<file path="config.mk">
export PLATFORM = sky130hd
export DESIGN_NAME = dcra_debug_ctrl_access
export DESIGN_NICKNAME = d
export VERILOG_FILES = /design/src/design/dcra_pkg.sv /design/src/design/dcra_serial_shifter.sv /design/src/design/dcra_debug_ctrl_access.sv
export VERILOG_INCLUDE_DIRS = /design/src /design/src/design
export SDC_FILE = /design/constraint.sdc
export NUM_CORES = 1
export LEC_CHECK = 0
export CORE_UTILIZATION = 41
export CTS_CLUSTER_SIZE = 40
export DETAILED_ROUTE_END_ITERATION = 6
export DONT_BUFFER_PORTS = 1
export SLEW_MARGIN = 15
export SYNTH_ARGS = -nofsm -noshare
export SYNTH_HDL_FRONTEND = slang
export SYNTH_HIERARCHICAL = 1
export SYNTH_SLANG_ARGS = --single-unit
</file>
<file path="constraint.sdc">
create_clock -name ref_clk -period 2.7 [get_ports ref_clk]
set_input_delay 0.54 -clock ref_clk [delete_from_list [all_inputs] [get_ports ref_clk]]
set_output_delay 0.54 -clock ref_clk [all_outputs]
set_load 0.02 [all_outputs]
</file>
<file path="src/design/dcra_consts.svh">
`ifndef DCRA_CONSTS_SVH
`define DCRA_CONSTS_SVH

// Serial packet: one status bit above a 16-bit data word
`define DCRA_FRAME_BITS 17
`define DCRA_STATUS_BIT 16

// Command words
`define DCRA_CMD_CREG_READ 16'h2980
`define DCRA_CMD_CREG_WRITE 16'h2880
`define DCRA_CMD_DREG_READ_BASE 16'h2D80
`define DCRA_CMD_DREG_WRITE_BASE 16'h2C80
`define DCRA_CMD_DREG_MASK 16'hFFE0

// Responses {status, data}
`define DCRA_RESP_COMPLETE 17'h0FFFF
`define DCRA_RESP_NOT_READY 17'h10000
`define DCRA_RESP_BUS_ERROR 17'h10001
`define DCRA_RESP_ILLEGAL 17'h1FFFF

// Control register select codes
`define DCRA_SEL_CACHE_CONTROL 12'h002
`define DCRA_SEL_ACCESS_CONTROL_0 12'h004
`define DCRA_SEL_ACCESS_CONTROL_1 12'h005
`define DCRA_SEL_ALTERNATE_STACK_POINTER 12'h800
`define DCRA_SEL_VECTOR_BASE 12'h801
`define DCRA_SEL_MAC_FIRST 12'h804
`define DCRA_SEL_MAC_LAST 12'h80B
`define DCRA_SEL_PROCESSOR_STATUS_REG 12'h80E
`define DCRA_SEL_PROGRAM_COUNTER 12'h80F
`define DCRA_SEL_FLASH_BASE_REG 12'hC04
`define DCRA_SEL_SRAM_BASE_REG 12'hC05

// Debug register select and configuration/status layout
`define DCRA_DREG_CONFIG_STATUS 5'h00
`define DCRA_CSR_RESET 32'h00000000
`define DCRA_CSR_BREAK_STATUS_HI 31
`define DCRA_CSR_BREAK_STATUS_LO 28
`define DCRA_CSR_FAULT_BIT 27
`define DCRA_CSR_TRIGGER_BIT 26
`define DCRA_CSR_HALT_BIT 25
`define DCRA_CSR_BREAK_BIT 24
`define DCRA_BREAK_LEVEL1_HIT 4'h2
`define DCRA_BREAK_LEVEL2_HIT 4'h6

`endif

</file>
<file path="src/design/dcra_pkg.sv">
package dcra_pkg;

    typedef enum logic [2:0] {
        ST_COMMAND = 3'b000,
        ST_SEL_HIGH = 3'b001,
        ST_SEL_LOW = 3'b010,
        ST_DATA_HIGH = 3'b011,
        ST_DATA_LOW = 3'b100,
        ST_EXECUTE = 3'b101,
        ST_READY = 3'b110,
        ST_SEND_LOW = 3'b111
    } dcra_state_t;

    typedef enum logic [1:0] {
        OP_CREG_READ = 2'b00,
        OP_CREG_WRITE = 2'b01,
        OP_DREG_WRITE = 2'b10
    } dcra_op_t;

endpackage

</file>
<file path="src/design/dcra_serial_shifter.sv">
`timescale 1ns/1ns
`include "dcra_consts.svh"

module dcra_serial_shifter #(
    parameter int FRAME_BITS = `DCRA_FRAME_BITS
) (
    input wire logic ref_clk,
    input wire logic reset,
    input wire logic debugSerialClock,
    input wire logic serialDataIn,
    output logic serialDataOut,
    output logic frameDone,
    output logic [FRAME_BITS-1:0] frameWord,
    input wire logic respLoad,
    input wire logic [FRAME_BITS-1:0] respWord
);

    // The bit counter is five bits wide, so longer frames cannot be served
    if (FRAME_BITS < 2 || FRAME_BITS > 32) begin : gBadFrame
        $error("FRAME_BITS out of range");
    end

    logic clkMeta, clkSync, clkLast;
    logic dataMeta, dataSync;
    logic [FRAME_BITS-1:0] rxShift;
    logic [FRAME_BITS-1:0] txShift;
    logic [4:0] bitCount;

    wire clkRise = clkSync & ~clkLast;
    wire lastBit = (bitCount == 5'(FRAME_BITS - 1));
    wire [FRAME_BITS-1:0] next_rxShift = {rxShift[FRAME_BITS-2:0], dataSync};

    assign serialDataOut = txShift[FRAME_BITS-1];

    always_ff @(posedge ref_clk) begin
        clkMeta <= debugSerialClock;
        clkSync <= clkMeta;
        clkLast <= clkSync;
        dataMeta <= serialDataIn;
        dataSync <= dataMeta;
    end

    // The link clock is slow against ref_clk, so a reply loaded the cycle
    // after a frame is always in place before the next rising edge.
    always_ff @(posedge ref_clk) begin
        if (reset) begin
            rxShift <= '0;
            txShift <= '0;
            bitCount <= 5'h00;
            frameDone <= 1'b0;
            frameWord <= '0;
        end else begin
            frameDone <= 1'b0;
            if (respLoad) begin
                txShift <= respWord;
            end else if (clkRise) begin
                txShift <= {txShift[FRAME_BITS-2:0], 1'b0};
            end
            if (clkRise) begin
                rxShift <= next_rxShift;
                bitCount <= lastBit ? 5'h00 : bitCount + 5'h01;
                if (lastBit) begin
                    frameDone <= 1'b1;
                    frameWord <= next_rxShift;
                end
            end
        end
    end

endmodule

</file>
<file path="src/design/dcra_debug_ctrl_access.sv">
`timescale 1ns/1ns
`include "dcra_consts.svh"

// Operation
// RQ1: Select 0x002 is cache control; 0x004, 0x005 the two access controls.
// RQ2: Select 0x800 is the alternate stack pointer, 0x801 vector base.
// RQ3: Selects 0x804 to 0x80B reach the multiply-accumulate unit registers in order.
// RQ4: Select 0x80E is processor status, 0x80F the program counter.
// RQ5: 0xC04 flash base (optional variant), 0xC05 on-chip RAM base.
// RQ6: Control read takes a 32-bit select, returns longword, high word first.
// RQ7: Unimplemented bits of narrow control registers may read as anything.
// RQ8: Host maps active and alternate stack pointers using the supervisor bit.
// RQ9: Host saves and disables rounding before accumulator reads, restores afterwards.
// RQ10: Host writes extension bytes only after writing the accumulator.
// RQ11: Control write replaces all 32 bits of the selected register.
// RQ12: Control write carries select longword then data longword.
// RQ13: Control write answers 0xFFFF, or status set with 0x0001 on bus error.
// RQ14: Debug read accepts select 0x00 only; 0x01 to 0x1F are reserved.
// RQ15: Status read clears fault, trigger, halt, breakpoint flags and finished breakpoint status.
// RQ16: Debug read takes no operand, returns longword, high word first.
// RQ17: Debug write replaces all 32 bits, data arriving high word first.
// RQ18: Serial clock stays idle while the processor writes debug registers itself.
// RQ19: Completed debug write answers 0xFFFF.
module dcra_debug_ctrl_access
    import dcra_pkg::*;
#(
    parameter bit FLASH_PRESENT = 1'b1
) (
    input wire logic ref_clk,
    input wire logic reset,
    input wire logic debugSerialClock,
    input wire logic serialDataIn,
    output logic serialDataOut,
    output logic cregReq,
    output logic cregWrite,
    output logic [11:0] cregSel,
    output logic [31:0] cregWdata,
    input wire logic cregAck,
    input wire logic cregBusErr,
    input wire logic [31:0] cregRdata,
    input wire logic faultEvent,
    input wire logic triggerEvent,
    input wire logic haltEvent,
    input wire logic breakEvent,
    input wire logic breakStatusLoad,
    input wire logic [3:0] breakStatusValue,
    input wire logic level2Enabled,
    input wire logic cpuDebugWrite,
    input wire logic [31:0] cpuDebugData,
    output logic [31:0] debugConfigStatus
);

    function automatic logic cregSelValid(input logic [11:0] sel, input logic flash);
        logic ok;
        ok = 1'b0;
        case (sel)
            `DCRA_SEL_CACHE_CONTROL, `DCRA_SEL_ACCESS_CONTROL_0,
            `DCRA_SEL_ACCESS_CONTROL_1: ok = 1'b1; // RQ1
            `DCRA_SEL_ALTERNATE_STACK_POINTER, `DCRA_SEL_VECTOR_BASE: ok = 1'b1; // RQ2
            `DCRA_SEL_PROCESSOR_STATUS_REG, `DCRA_SEL_PROGRAM_COUNTER: ok = 1'b1; // RQ4
            `DCRA_SEL_FLASH_BASE_REG: ok = flash; // RQ5
            `DCRA_SEL_SRAM_BASE_REG: ok = 1'b1; // RQ5
            default: ok = (sel >= `DCRA_SEL_MAC_FIRST) && (sel <= `DCRA_SEL_MAC_LAST); // RQ3
        endcase
        return ok;
    endfunction

    logic frameDone;
    logic [16:0] frameWord;
    logic respLoad;
    logic [16:0] respWord;
    dcra_state_t state;
    dcra_op_t op;
    logic [31:0] selLatch;
    logic [15:0] dataHigh;
    logic [31:0] resultLatch;
    logic resultErr;
    logic csrReadClear;
    logic csrHostWrite;
    logic [31:0] csrHostData;

    dcra_serial_shifter #(
        .FRAME_BITS(`DCRA_FRAME_BITS)
    ) shifter (
        .ref_clk(ref_clk),
        .reset(reset),
        .debugSerialClock(debugSerialClock),
        .serialDataIn(serialDataIn),
        .serialDataOut(serialDataOut),
        .frameDone(frameDone),
        .frameWord(frameWord),
        .respLoad(respLoad),
        .respWord(respWord)
    );

    wire [15:0] inWord = frameWord[15:0];
    wire isCregRead = (inWord == `DCRA_CMD_CREG_READ);
    wire isCregWrite = (inWord == `DCRA_CMD_CREG_WRITE);
    wire isDregRead = ((inWord & `DCRA_CMD_DREG_MASK) == `DCRA_CMD_DREG_READ_BASE);
    wire isDregWrite = ((inWord & `DCRA_CMD_DREG_MASK) == `DCRA_CMD_DREG_WRITE_BASE);
    wire dregSelOk = (inWord[4:0] == `DCRA_DREG_CONFIG_STATUS); // RQ14
    wire [31:0] fullSel = {selLatch[31:16], inWord};
    wire selOk = cregSelValid(fullSel[11:0], FLASH_PRESENT) && (fullSel[31:12] == 20'h00000);
    wire [31:0] fullData = {dataHigh, inWord};

    // Sticky flags: hardware events win over the clear that a host read causes
    // Clear on the capturing edge itself, so no event can slip in between and vanish
    assign csrReadClear = frameDone && (state == ST_COMMAND) && isDregRead && dregSelOk; // RQ15
    wire [3:0] curBreakStatus =
        debugConfigStatus[`DCRA_CSR_BREAK_STATUS_HI:`DCRA_CSR_BREAK_STATUS_LO];
    wire breakStatusDone = (curBreakStatus == `DCRA_BREAK_LEVEL2_HIT)
                           || ((curBreakStatus == `DCRA_BREAK_LEVEL1_HIT) && !level2Enabled);
    wire [3:0] eventBits = {faultEvent, triggerEvent, haltEvent, breakEvent};
    wire [3:0] keptFlags = csrReadClear ? 4'h0
                           : debugConfigStatus[`DCRA_CSR_FAULT_BIT:`DCRA_CSR_BREAK_BIT]; // RQ15
    wire [3:0] keptBreakStatus = (csrReadClear && breakStatusDone) ? 4'h0
                                 : curBreakStatus; // RQ15
    wire [31:0] next_debugConfigStatus = {breakStatusLoad ? breakStatusValue : keptBreakStatus,
                                          keptFlags | eventBits,
                                          debugConfigStatus[23:0]};

    always_ff @(posedge ref_clk) begin
        if (reset) begin
            debugConfigStatus <= `DCRA_CSR_RESET;
        end else if (csrHostWrite) begin
            debugConfigStatus <= csrHostData; // RQ17
        end else if (cpuDebugWrite) begin
            // No interlock: the host keeps the serial clock idle meanwhile
            debugConfigStatus <= cpuDebugData; // RQ18
        end else begin
            debugConfigStatus <= next_debugConfigStatus;
        end
    end

    always_ff @(posedge ref_clk) begin
        if (reset) begin
            state <= ST_COMMAND;
            op <= OP_CREG_READ;
            selLatch <= 32'h00000000;
            dataHigh <= 16'h0000;
            resultLatch <= 32'h00000000;
            resultErr <= 1'b0;
            respLoad <= 1'b0;
            respWord <= `DCRA_RESP_COMPLETE;
            cregReq <= 1'b0;
            cregWrite <= 1'b0;
            cregSel <= 12'h000;
            cregWdata <= 32'h00000000;
            csrHostWrite <= 1'b0;
            csrHostData <= 32'h00000000;
        end else begin
            respLoad <= frameDone;
            cregReq <= 1'b0;
            csrHostWrite <= 1'b0;
            if (state == ST_EXECUTE && cregAck) begin
                resultLatch <= cregRdata; // RQ7
                resultErr <= cregBusErr;
                state <= ST_READY;
            end
            if (frameDone) begin
                respWord <= `DCRA_RESP_NOT_READY;
                case (state)
                    ST_COMMAND: begin
                        if (isCregRead) begin
                            op <= OP_CREG_READ;
                            state <= ST_SEL_HIGH; // RQ6
                        end else if (isCregWrite) begin
                            op <= OP_CREG_WRITE;
                            state <= ST_SEL_HIGH; // RQ12
                        end else if (isDregRead && dregSelOk) begin
                            respWord <= {1'b0, debugConfigStatus[31:16]}; // RQ16
                            resultLatch <= debugConfigStatus;
                            state <= ST_SEND_LOW;
                        end else if (isDregWrite && dregSelOk) begin
                            op <= OP_DREG_WRITE;
                            state <= ST_DATA_HIGH;
                        end else begin
                            respWord <= `DCRA_RESP_ILLEGAL; // RQ14
                        end
                    end
                    ST_SEL_HIGH: begin
                        selLatch <= {inWord, 16'h0000};
                        state <= ST_SEL_LOW;
                    end
                    ST_SEL_LOW: begin
                        selLatch <= fullSel;
                        if (!selOk) begin
                            // Unmapped selects never reach the core
                            resultErr <= 1'b1;
                            state <= (op == OP_CREG_WRITE) ? ST_DATA_HIGH : ST_READY;
                        end else if (op == OP_CREG_WRITE) begin
                            resultErr <= 1'b0;
                            state <= ST_DATA_HIGH;
                        end else begin
                            resultErr <= 1'b0;
                            cregReq <= 1'b1;
                            cregWrite <= 1'b0;
                            cregSel <= fullSel[11:0];
                            state <= ST_EXECUTE;
                        end
                    end
                    ST_DATA_HIGH: begin
                        dataHigh <= inWord; // RQ17
                        state <= ST_DATA_LOW;
                    end
                    ST_DATA_LOW: begin
                        if (op == OP_DREG_WRITE) begin
                            csrHostWrite <= 1'b1;
                            csrHostData <= fullData;
                            respWord <= `DCRA_RESP_COMPLETE; // RQ19
                            state <= ST_COMMAND;
                        end else if (resultErr) begin
                            state <= ST_READY;
                        end else begin
                            cregReq <= 1'b1;
                            cregWrite <= 1'b1;
                            cregSel <= selLatch[11:0];
                            cregWdata <= fullData; // RQ11
                            state <= ST_EXECUTE;
                        end
                    end
                    ST_EXECUTE: begin
                        // An answer in the same cycle as a filler frame must not be lost
                        state <= cregAck ? ST_READY : ST_EXECUTE;
                    end
                    ST_READY: begin
                        if (resultErr) begin
                            respWord <= `DCRA_RESP_BUS_ERROR; // RQ13
                            state <= ST_COMMAND;
                        end else if (op == OP_CREG_WRITE) begin
                            respWord <= `DCRA_RESP_COMPLETE; // RQ13
                            state <= ST_COMMAND;
                        end else begin
                            respWord <= {1'b0, resultLatch[31:16]}; // RQ6
                            state <= ST_SEND_LOW;
                        end
                    end
                    ST_SEND_LOW: begin
                        respWord <= {1'b0, resultLatch[15:0]}; // RQ6
                        state <= ST_COMMAND;
                    end
                    default: begin
                        state <= ST_COMMAND;
                    end
                endcase
            end
        end
    end

endmodule

</file>
Yosys cells after proc, flatten, opt, wreduce, memory -nomap -nowiden --
Cells that the tools add are included.
Word-level totals: register bits after elaboration 270, output and inout bits 79
Operators by class: add/subtract/negate cells 1, magnitude comparators 2, equal/unequal tests 30, muxes and demuxes 64, bitwise logic cells 9, reduce and logical (&&, ||, !) cells 33
Operator list (number):
- $mux W32 | 8
- $mux W17 | 7
- $eq A12 B12 Y1 const B | 6
- $pmux W17 S4 | 1
- $pmux W32 S2 | 1
- $mux W12 | 4
- $mux W3 | 12
- $eq A16 B14 Y1 const B | 2
- $mux W16 | 2
- $eq A12 B3 Y1 const B | 2
- $pmux W12 S2 | 1
- $pmux W3 S8 | 1
- $eq A11 B9 Y1 const B | 2
- $logic_not A20 Y1 | 1
- $mux W1 | 15
- $eq A12 B2 Y1 const B | 1
- $eq A3 B3 Y1 const B | 4
- $ge A12 B12 Y1 const B | 1
- $le A12 B12 Y1 const B | 1
- $mux W2 | 6
- $mux W4 | 3
- $logic_and A1 B1 Y1 | 10
- $reduce_or A9 Y1 | 1
- $ne A2 B2 Y1 const B | 4
- other kinds (27) | 43

Depth between registers and ports, before layout --
Gate-level depths: netlist of the first run.
depth after elaboration 9, mapped depth 8, depth with buffers taken out 5

Hierarchy --
Netlist of the first run, hierarchy kept.
Modules (own cells, without submodules):
- dcra_debug_ctrl_access | times used 1, cells each 1157, sequential area each 4224.1 µm², area each 9044.9 µm²
- dcra_serial_shifter | times used 1, cells each 274, sequential area each 1221.2 µm², area each 2436.1 µm²

Worst setup path after synthesis of the first run --
Ideal clock, no wire load.
path type register to register, start point reg shifter.frameWord[9], end point reg cregSel[3], path buffers 1, path slack 276 ps, arrival time 2290 ps, setup time 134 ps, cell stages (with the launch flop) 7, cell sequence dfxtp_1 -> or4_4 -> or4_4 -> a311o_1 -> clkbuf_1 -> a211oi_1 -> a211oi_1
On the way: word-level cells in the longest chain between the ends 6, elaborated cells between the ends (all ways) 17, those cells by class order compare (2); eq/ne (10); mux (1); reduce/logical (4)
RTL lines:
- start, declared | RTL line dcra_serial_shifter.sv:13 | output logic [FRAME_BITS-1:0] frameWord,
- start signal, assigned | RTL line dcra_serial_shifter.sv:64 | frameWord <= next_rxShift;
- $ge A12 B12 Y1 (no source line), or another cell as far along
- $logic_and A1 B1 Y1 / $reduce_or A9 Y1 (equally long branches)
- $mux W1 * | RTL line dcra_debug_ctrl_access.sv:56 | case (sel)
- $logic_and A1 B1 Y1 * | RTL line dcra_debug_ctrl_access.sv:103 | wire selOk = cregSelValid(fullSel[11:0], FLASH_PRESENT) && (fullSel[31:12] == 20'h00000);
- $ne A2 B2 Y1 (no source line) *
- $reduce_and A6 Y1 (no source line) *
- end signal, assigned | RTL line dcra_debug_ctrl_access.sv:198 | cregSel <= fullSel[11:0];
- end signal, assigned | RTL line dcra_debug_ctrl_access.sv:217 | cregSel <= selLatch[11:0];
- end, declared | RTL line dcra_debug_ctrl_access.sv:36 | output logic [11:0] cregSel,
Every way passes the cells marked *; elsewhere a longest branch is shown, timed or not. A chain may end at the register's enable or synchronous reset.

Worst setup path in the final report of the first run --
start point reg shifter.frameWord[9], end point reg cregSel[5]
Same word-level chain as after synthesis.

==> results_dict.tcl, run 1 <==
set metrics [dict create \
    multi_input_comb_area_sq_um 5470 \
    powerDensity_nw_per_um2 641 \
    worst_slack_ns 0.187 \
    clock_latency_ns 0.54 \
    synth.net_count 1506 \
    drc_errors 0 \
    post-route-period-util_pct 93.1 \
    post-place-ws_ns 0.227 \
    io_pins 160 \
    finClkSkew_ns 0.00884 \
    grt_use_total_pct 22.5 \
    die_w_um 169 \
    relSlewSlack_pct 47.7 \
    final_util_pct 46.7 \
    p_leak_nw 4.57 \
    finalWirelength_mm 32.8 \
    final_antenna_net_count 0 \
    initial_core_util_pct 42.1 \
    finalHoldViolCount 0 \
    dp_hpwl_mm 21.4 \
    crit_family "simple AND/OR/NAND/NOR gates" \
    path_clk_slew_ns 0.06 \
    drive_gt1_share_pct 7.95 \
    rows 60 \
    fin_crit_ns 2.51 \
    tightest_slew_ns 0.784 \
    dr_wl_met2_mm 15.1 \
    critical_path_buf_inv_count 0 \
    drv_slew 0 \
    slowest_stage "or4_4" \
    cp_common_cell "or4_4" \
    crit_required_ns 3.15 \
    finalSetupViolations 0 \
    crit_fanout 12 \
    outcome "completed" \
    cts_setup_buffers 0 \
    cts_root_buffer "clkbuf_16" \
    grt_max_degree 282 \
    maxCapViolations 0 \
    netlist_instances 1423 \
    antenna_found_initial 1 \
    grt-ovfl-total 0 \
    fmax_ghz 0.398 \
    total_power_mw 8.12 \
    vias_per_cell 5.45 \
    worst_hold_path_type "input pin to flop" \
    syn_area_per_cell_sq_um 8.02 \
    clockBufferDepth 3 \
    crit_type "flop to flop" \
    yosys_warnings 6 \
    coreArea_sq_um 27100 \
    cp.arrival_ns 2.96 \
    dr.max_layer_used "met4" \
    area_delta_synth_final_pct 11.1 \
    cts_made_buffers 30 \
    fin_tns_setup_ns 0 \
    vias 9645 \
    wl_met3_mm 1.97 \
    dieArea_sq_um 28500 \
    seq_area_sq_um 5410 \
    dieHeight_um 169 \
    fillCellCount 2696 \
    path_cells "or4_4 -> or4_4 -> a311o_1 -> a21o_1 -> a211oi_1" \
    rsz0062_at_grt "no" \
    grt_pass1_wl_mm 50.7 \
    synthesis.area_sq_um 11400 \
    cts_sinks 270 \
    cts_tree "yes" \
    max-vdd-ir-drop_v 0.000449 \
    htreeDepth 1 \
    start_kind "flop" \
    m1WireLength_mm 15.1 \
    cp-end-kind "flop" \
    final_net_count 1461 \
    io_buffers 0 \
    max_stage_delay_ns 0.56 \
    grt_pass1_vias 8906 \
    avgRoutedWirePerCell_um 18.5 \
    first_pass_iters 5 \
    gp_congestion 0.820 \
    first_iter_violations 907 \
]
-- stage by stage --
| stage | cells | instance area [sq um] | hold slack [ns] |
|---|---|---|---|
| global route | 1770 | 12700 | 0.0108 |
| finish | 1770 | 12700 | 0.0272 |
| floorplan | 1423 | 11400 | 0.310 |
| detailed placement | 1717 | 11700 | 0.313 |
| CTS | 1769 | 12700 | 0.00595 |
| global placement | 1717 | 11700 | 0.315 |
-- per-layer routing --
layer  vias to the layer above  global-route usage [%]
met5                         -                       0
met4                         0                    5.38
met3                        48                    3.88
met2                       249                    35.9
met1                      4581                    31.4
li1                       4767                       -
-- timing repair --
item                                   4_1_cts  5_1_grt
resized for setup                            0        0
hold buffers                                 1        0
endpoints found under the hold margin        1        0
-- state kept, by name, indices dropped and copies added, names as in the netlist, 2 cells and up --
signal,flops
debugConfigStatus,32
shifter/rxShift,15
state,3
csrHostData,32
cregSel,12
shifter/txShift,17
shifter/frameWord,16
selLatch,28
op,2
cregWdata,32
respWord,17
shifter/bitCount,5
resultLatch,32
dataHigh,16
-- power breakdown --
| group | total [mW] | internal, mW | switching [mW] |
|---|---|---|---|
| Sequential | 4.12 | 4.02 | 0.101 |
| Combinational | 0.142 | 0.0683 | 0.0741 |
| Clock | 3.85 | 2.27 | 1.58 |
| Total | 8.12 | 6.37 | 1.75 |
-- path summary, 6_finish.rpt --
kind              cells after the start                               from  slack [ns]                      end
hold / removal                        0                   debugSerialClock        0.03  shifter/clkMeta$_DFF_P_
hold reg to reg                       0            shifter/clkMeta$_DFF_P_        0.32  shifter/clkSync$_DFF_P_
setup reg to reg                      5  shifter/frameWord[9]$_SDFFE_PP0P_        0.19  cregSel[5]$_SDFFE_PP0P_
setup / recovery                      5  shifter/frameWord[9]$_SDFFE_PP0P_        0.19  cregSel[5]$_SDFFE_PP0P_
-- cell usage in the layout (no fill, tap or decap), drive strengths merged, types with 3 or more instances in the layout --
master,n
o21ai,44
mux2i,72
or3,6
nand4,3
a211oi,61
nand2b,39
a21oi,191
dfxtp,270
and2,3
clkinv,4
clkbuf,46
inv,21
nand2,330
o22ai,4
buf,41
nor2,119
nor2b,12
nor4,7
nor3,14
nand3,37
a2111oi,4
mux2,12
or4,6
a311oi,18
-- layout make-up --
type                    count  area share, %
inverters                  20          0.593
multi-input cells        1014           43.2
diodes                      1         0.0198
clock buffers              46           7.12
clock inverters             5          0.227
well taps                 372           3.67
repair buffers             42           2.51
flip-flops and latches    270           42.7
Note: power is estimated with default switching activity, not from simulation.
==> run 2: changes to the inputs <==
--- a/config.mk
+++ b/config.mk
@@ -10,6 +10,7 @@
 export CTS_CLUSTER_SIZE = 40
 export DETAILED_ROUTE_END_ITERATION = 6
 export DONT_BUFFER_PORTS = 1
+export PLACE_DENSITY = 0.66
 export SLEW_MARGIN = 15
 export SYNTH_ARGS = -nofsm -noshare
 export SYNTH_HDL_FRONTEND = slang
==> run 2 against run 1 <==
  * Core utilization decreased by 0.17 points
  * Worst setup slack improved by 0.0054 ns
  * Register-to-register slack about the same
  * Power decreased by 1.3%
  * Flip-flop and latch count unchanged
  * Die area unchanged
  * Highest routed layer unchanged
==> results_dict.tcl, run 2 (same netlist as run 1, synthesis figures left out) <==
set metrics [dict create \
    outcome "completed" \
    relSlewSlack_pct 33.2 \
    htreeDepth 1 \
    r2r-start "shifter/frameWord[9]$_SDFFE_PP0P_" \
    grt_pass1_wl_mm 50.8 \
    fin_tns_setup_ns 0 \
    post_cts_resized 0 \
    antenna_found_initial 3 \
    r2r_setup_slack_ns 0.19 \
    first_pass_iters 5 \
    finalWirelength_mm 32.8 \
    clock_latency_ns 0.54 \
    endpoint "cregSel[9]$_SDFFE_PP0P_" \
    fmax_ghz 0.399 \
    clockBufferDepth 3 \
    crit_fanout 13 \
    first_iter_violations 971 \
    m1WireLength_mm 14.9 \
    final_cell_mix "330 x nand2_1, 269 x dfxtp_1, 191 x a21oi_1" \
    cts_root_buffer "clkbuf_16" \
    cp.arrival_ns 2.91 \
    dieHeight_um 169 \
    wl_met3_mm 2.16 \
    worst_hold_path_type "input pin to flop" \
    grt_use_total_pct 22.5 \
    powerDensity_nw_per_um2 635 \
    final_util_pct 46.6 \
    startpoint "shifter/frameWord[9]$_SDFFE_PP0P_" \
    crit_type "flop to flop" \
    cts_made_buffers 27 \
    drc_errors 0 \
    fin_cells 1769 \
    start_kind "flop" \
    area_delta_synth_final_pct 10.7 \
    finClkSkew_ns 0.0154 \
    reg2reg_depth 6 \
    drv_slew 0 \
    io_pins 160 \
    avgRoutedWirePerCell_um 18.6 \
    mostFrequentLayoutCell "nand2_1" \
    initial_core_util_pct 42.1 \
    vias_per_cell 5.54 \
    rows 60 \
    dp_hpwl_mm 21.6 \
    cts_sinks 270 \
    final_antenna_net_count 0 \
    post-route-period-util_pct 92.9 \
    grt_max_degree 282 \
    coreArea_sq_um 27100 \
    gp_congestion 0.853 \
    grt_pass1_vias 9007 \
    p_leak_nw 4.55 \
    r2r_end "cregSel[9]$_SDFFE_PP0P_" \
    dr.max_layer_used "met4" \
    place_inst 1717 \
    rsz0062_at_grt "no" \
    crit_required_ns 3.11 \
    die_w_um 169 \
    maxCapViolations 0 \
    fin_crit_ns 2.51 \
    path_clk_slew_ns 0.06 \
    tightest_slew_ns 1.00 \
    finalHoldViolCount 0 \
    dieArea_sq_um 28500 \
    vias 9807 \
    drive_gt1_share_pct 7.89 \
    max-vdd-ir-drop_v 0.000422 \
    finalSetupViolations 0 \
    io_buffers 0 \
    cts_tree "yes" \
    grt-ovfl-total 0 \
    dr_wl_met2_mm 14.5 \
    final_net_count 1458 \
    cp-end-kind "flop" \
]
run 2: worst min-delay path by stage:
stage | startpoint | end | slack, ns | cells after the start
after detailed placement | shifter/dataMeta$_DFF_P_ | shifter/dataSync$_DFF_P_ | 0.32 | 0
after CTS | serialDataIn | shifter/dataMeta$_DFF_P_ | 0.0009 | 0
after floorplan | shifter/clkMeta$_DFF_P_ | shifter/clkSync$_DFF_P_ | 0.31 | 0
final | debugSerialClock | shifter/clkMeta$_DFF_P_ | 0.03 | 0
after global placement | shifter/dataMeta$_DFF_P_ | shifter/dataSync$_DFF_P_ | 0.32 | 0
after global routing | debugSerialClock | shifter/clkMeta$_DFF_P_ | 0.02 | 0
run 2: layer usage:
layer / vias up / global-route usage, %
met5: - / 0
met4: 0 / 9.68
met3: 84 / 4.09
met2: 320 / 33.7
met1: 4643 / 31.4
li1: 4760 / -
run 2: final cells by class:
class,count,area [sq um]
Fill cell,2624,14500
Multi-Input combinational cell,1014,5470
Sequential cell,270,5410
Clock buffer,39,781
Tap cell,372,465
Timing Repair Buffer,42,318
Clock inverter,9,98.8
Inverter,20,75.1
Antenna cell,3,7.51
run 2: metrics by stage:
stage               hold WS [ns]  cell area [sq um]  worst slack [ns]  total power [mW]
floorplan                  0.310              11400             0.276              4.36
global placement           0.321              11700             0.263              4.35
detailed placement         0.320              11700             0.245              4.35
CTS                     0.000870              12600             0.211              8.08
global route              0.0171              12600             0.101              8.26
finish                    0.0297              12600             0.192              8.01
run 2: what timing repair did:
| action | CTS | global route |
|---|---|---|
| endpoints found under the hold margin | 0 | 1 |
| buffers inserted | 0 | 0 |
| hold buffers | 0 | 1 |
run 2: worst max-delay path, cell delays in order, from the launching register on:
cell      delay (ns)
dfxtp_1         0.31
or4_4           0.56
or4_4           0.54
a311o_1         0.39
buf_4           0.21
a211oi_1        0.27
a211oi_1        0.08
run 2: where the power goes:
group          leakage [nW]  switching [mW]  internal [mW]
Sequential             2.18           0.103           4.02
Clock                 0.439            1.56           2.19
Combinational          1.92          0.0745         0.0682
Total                  4.55            1.74           6.28
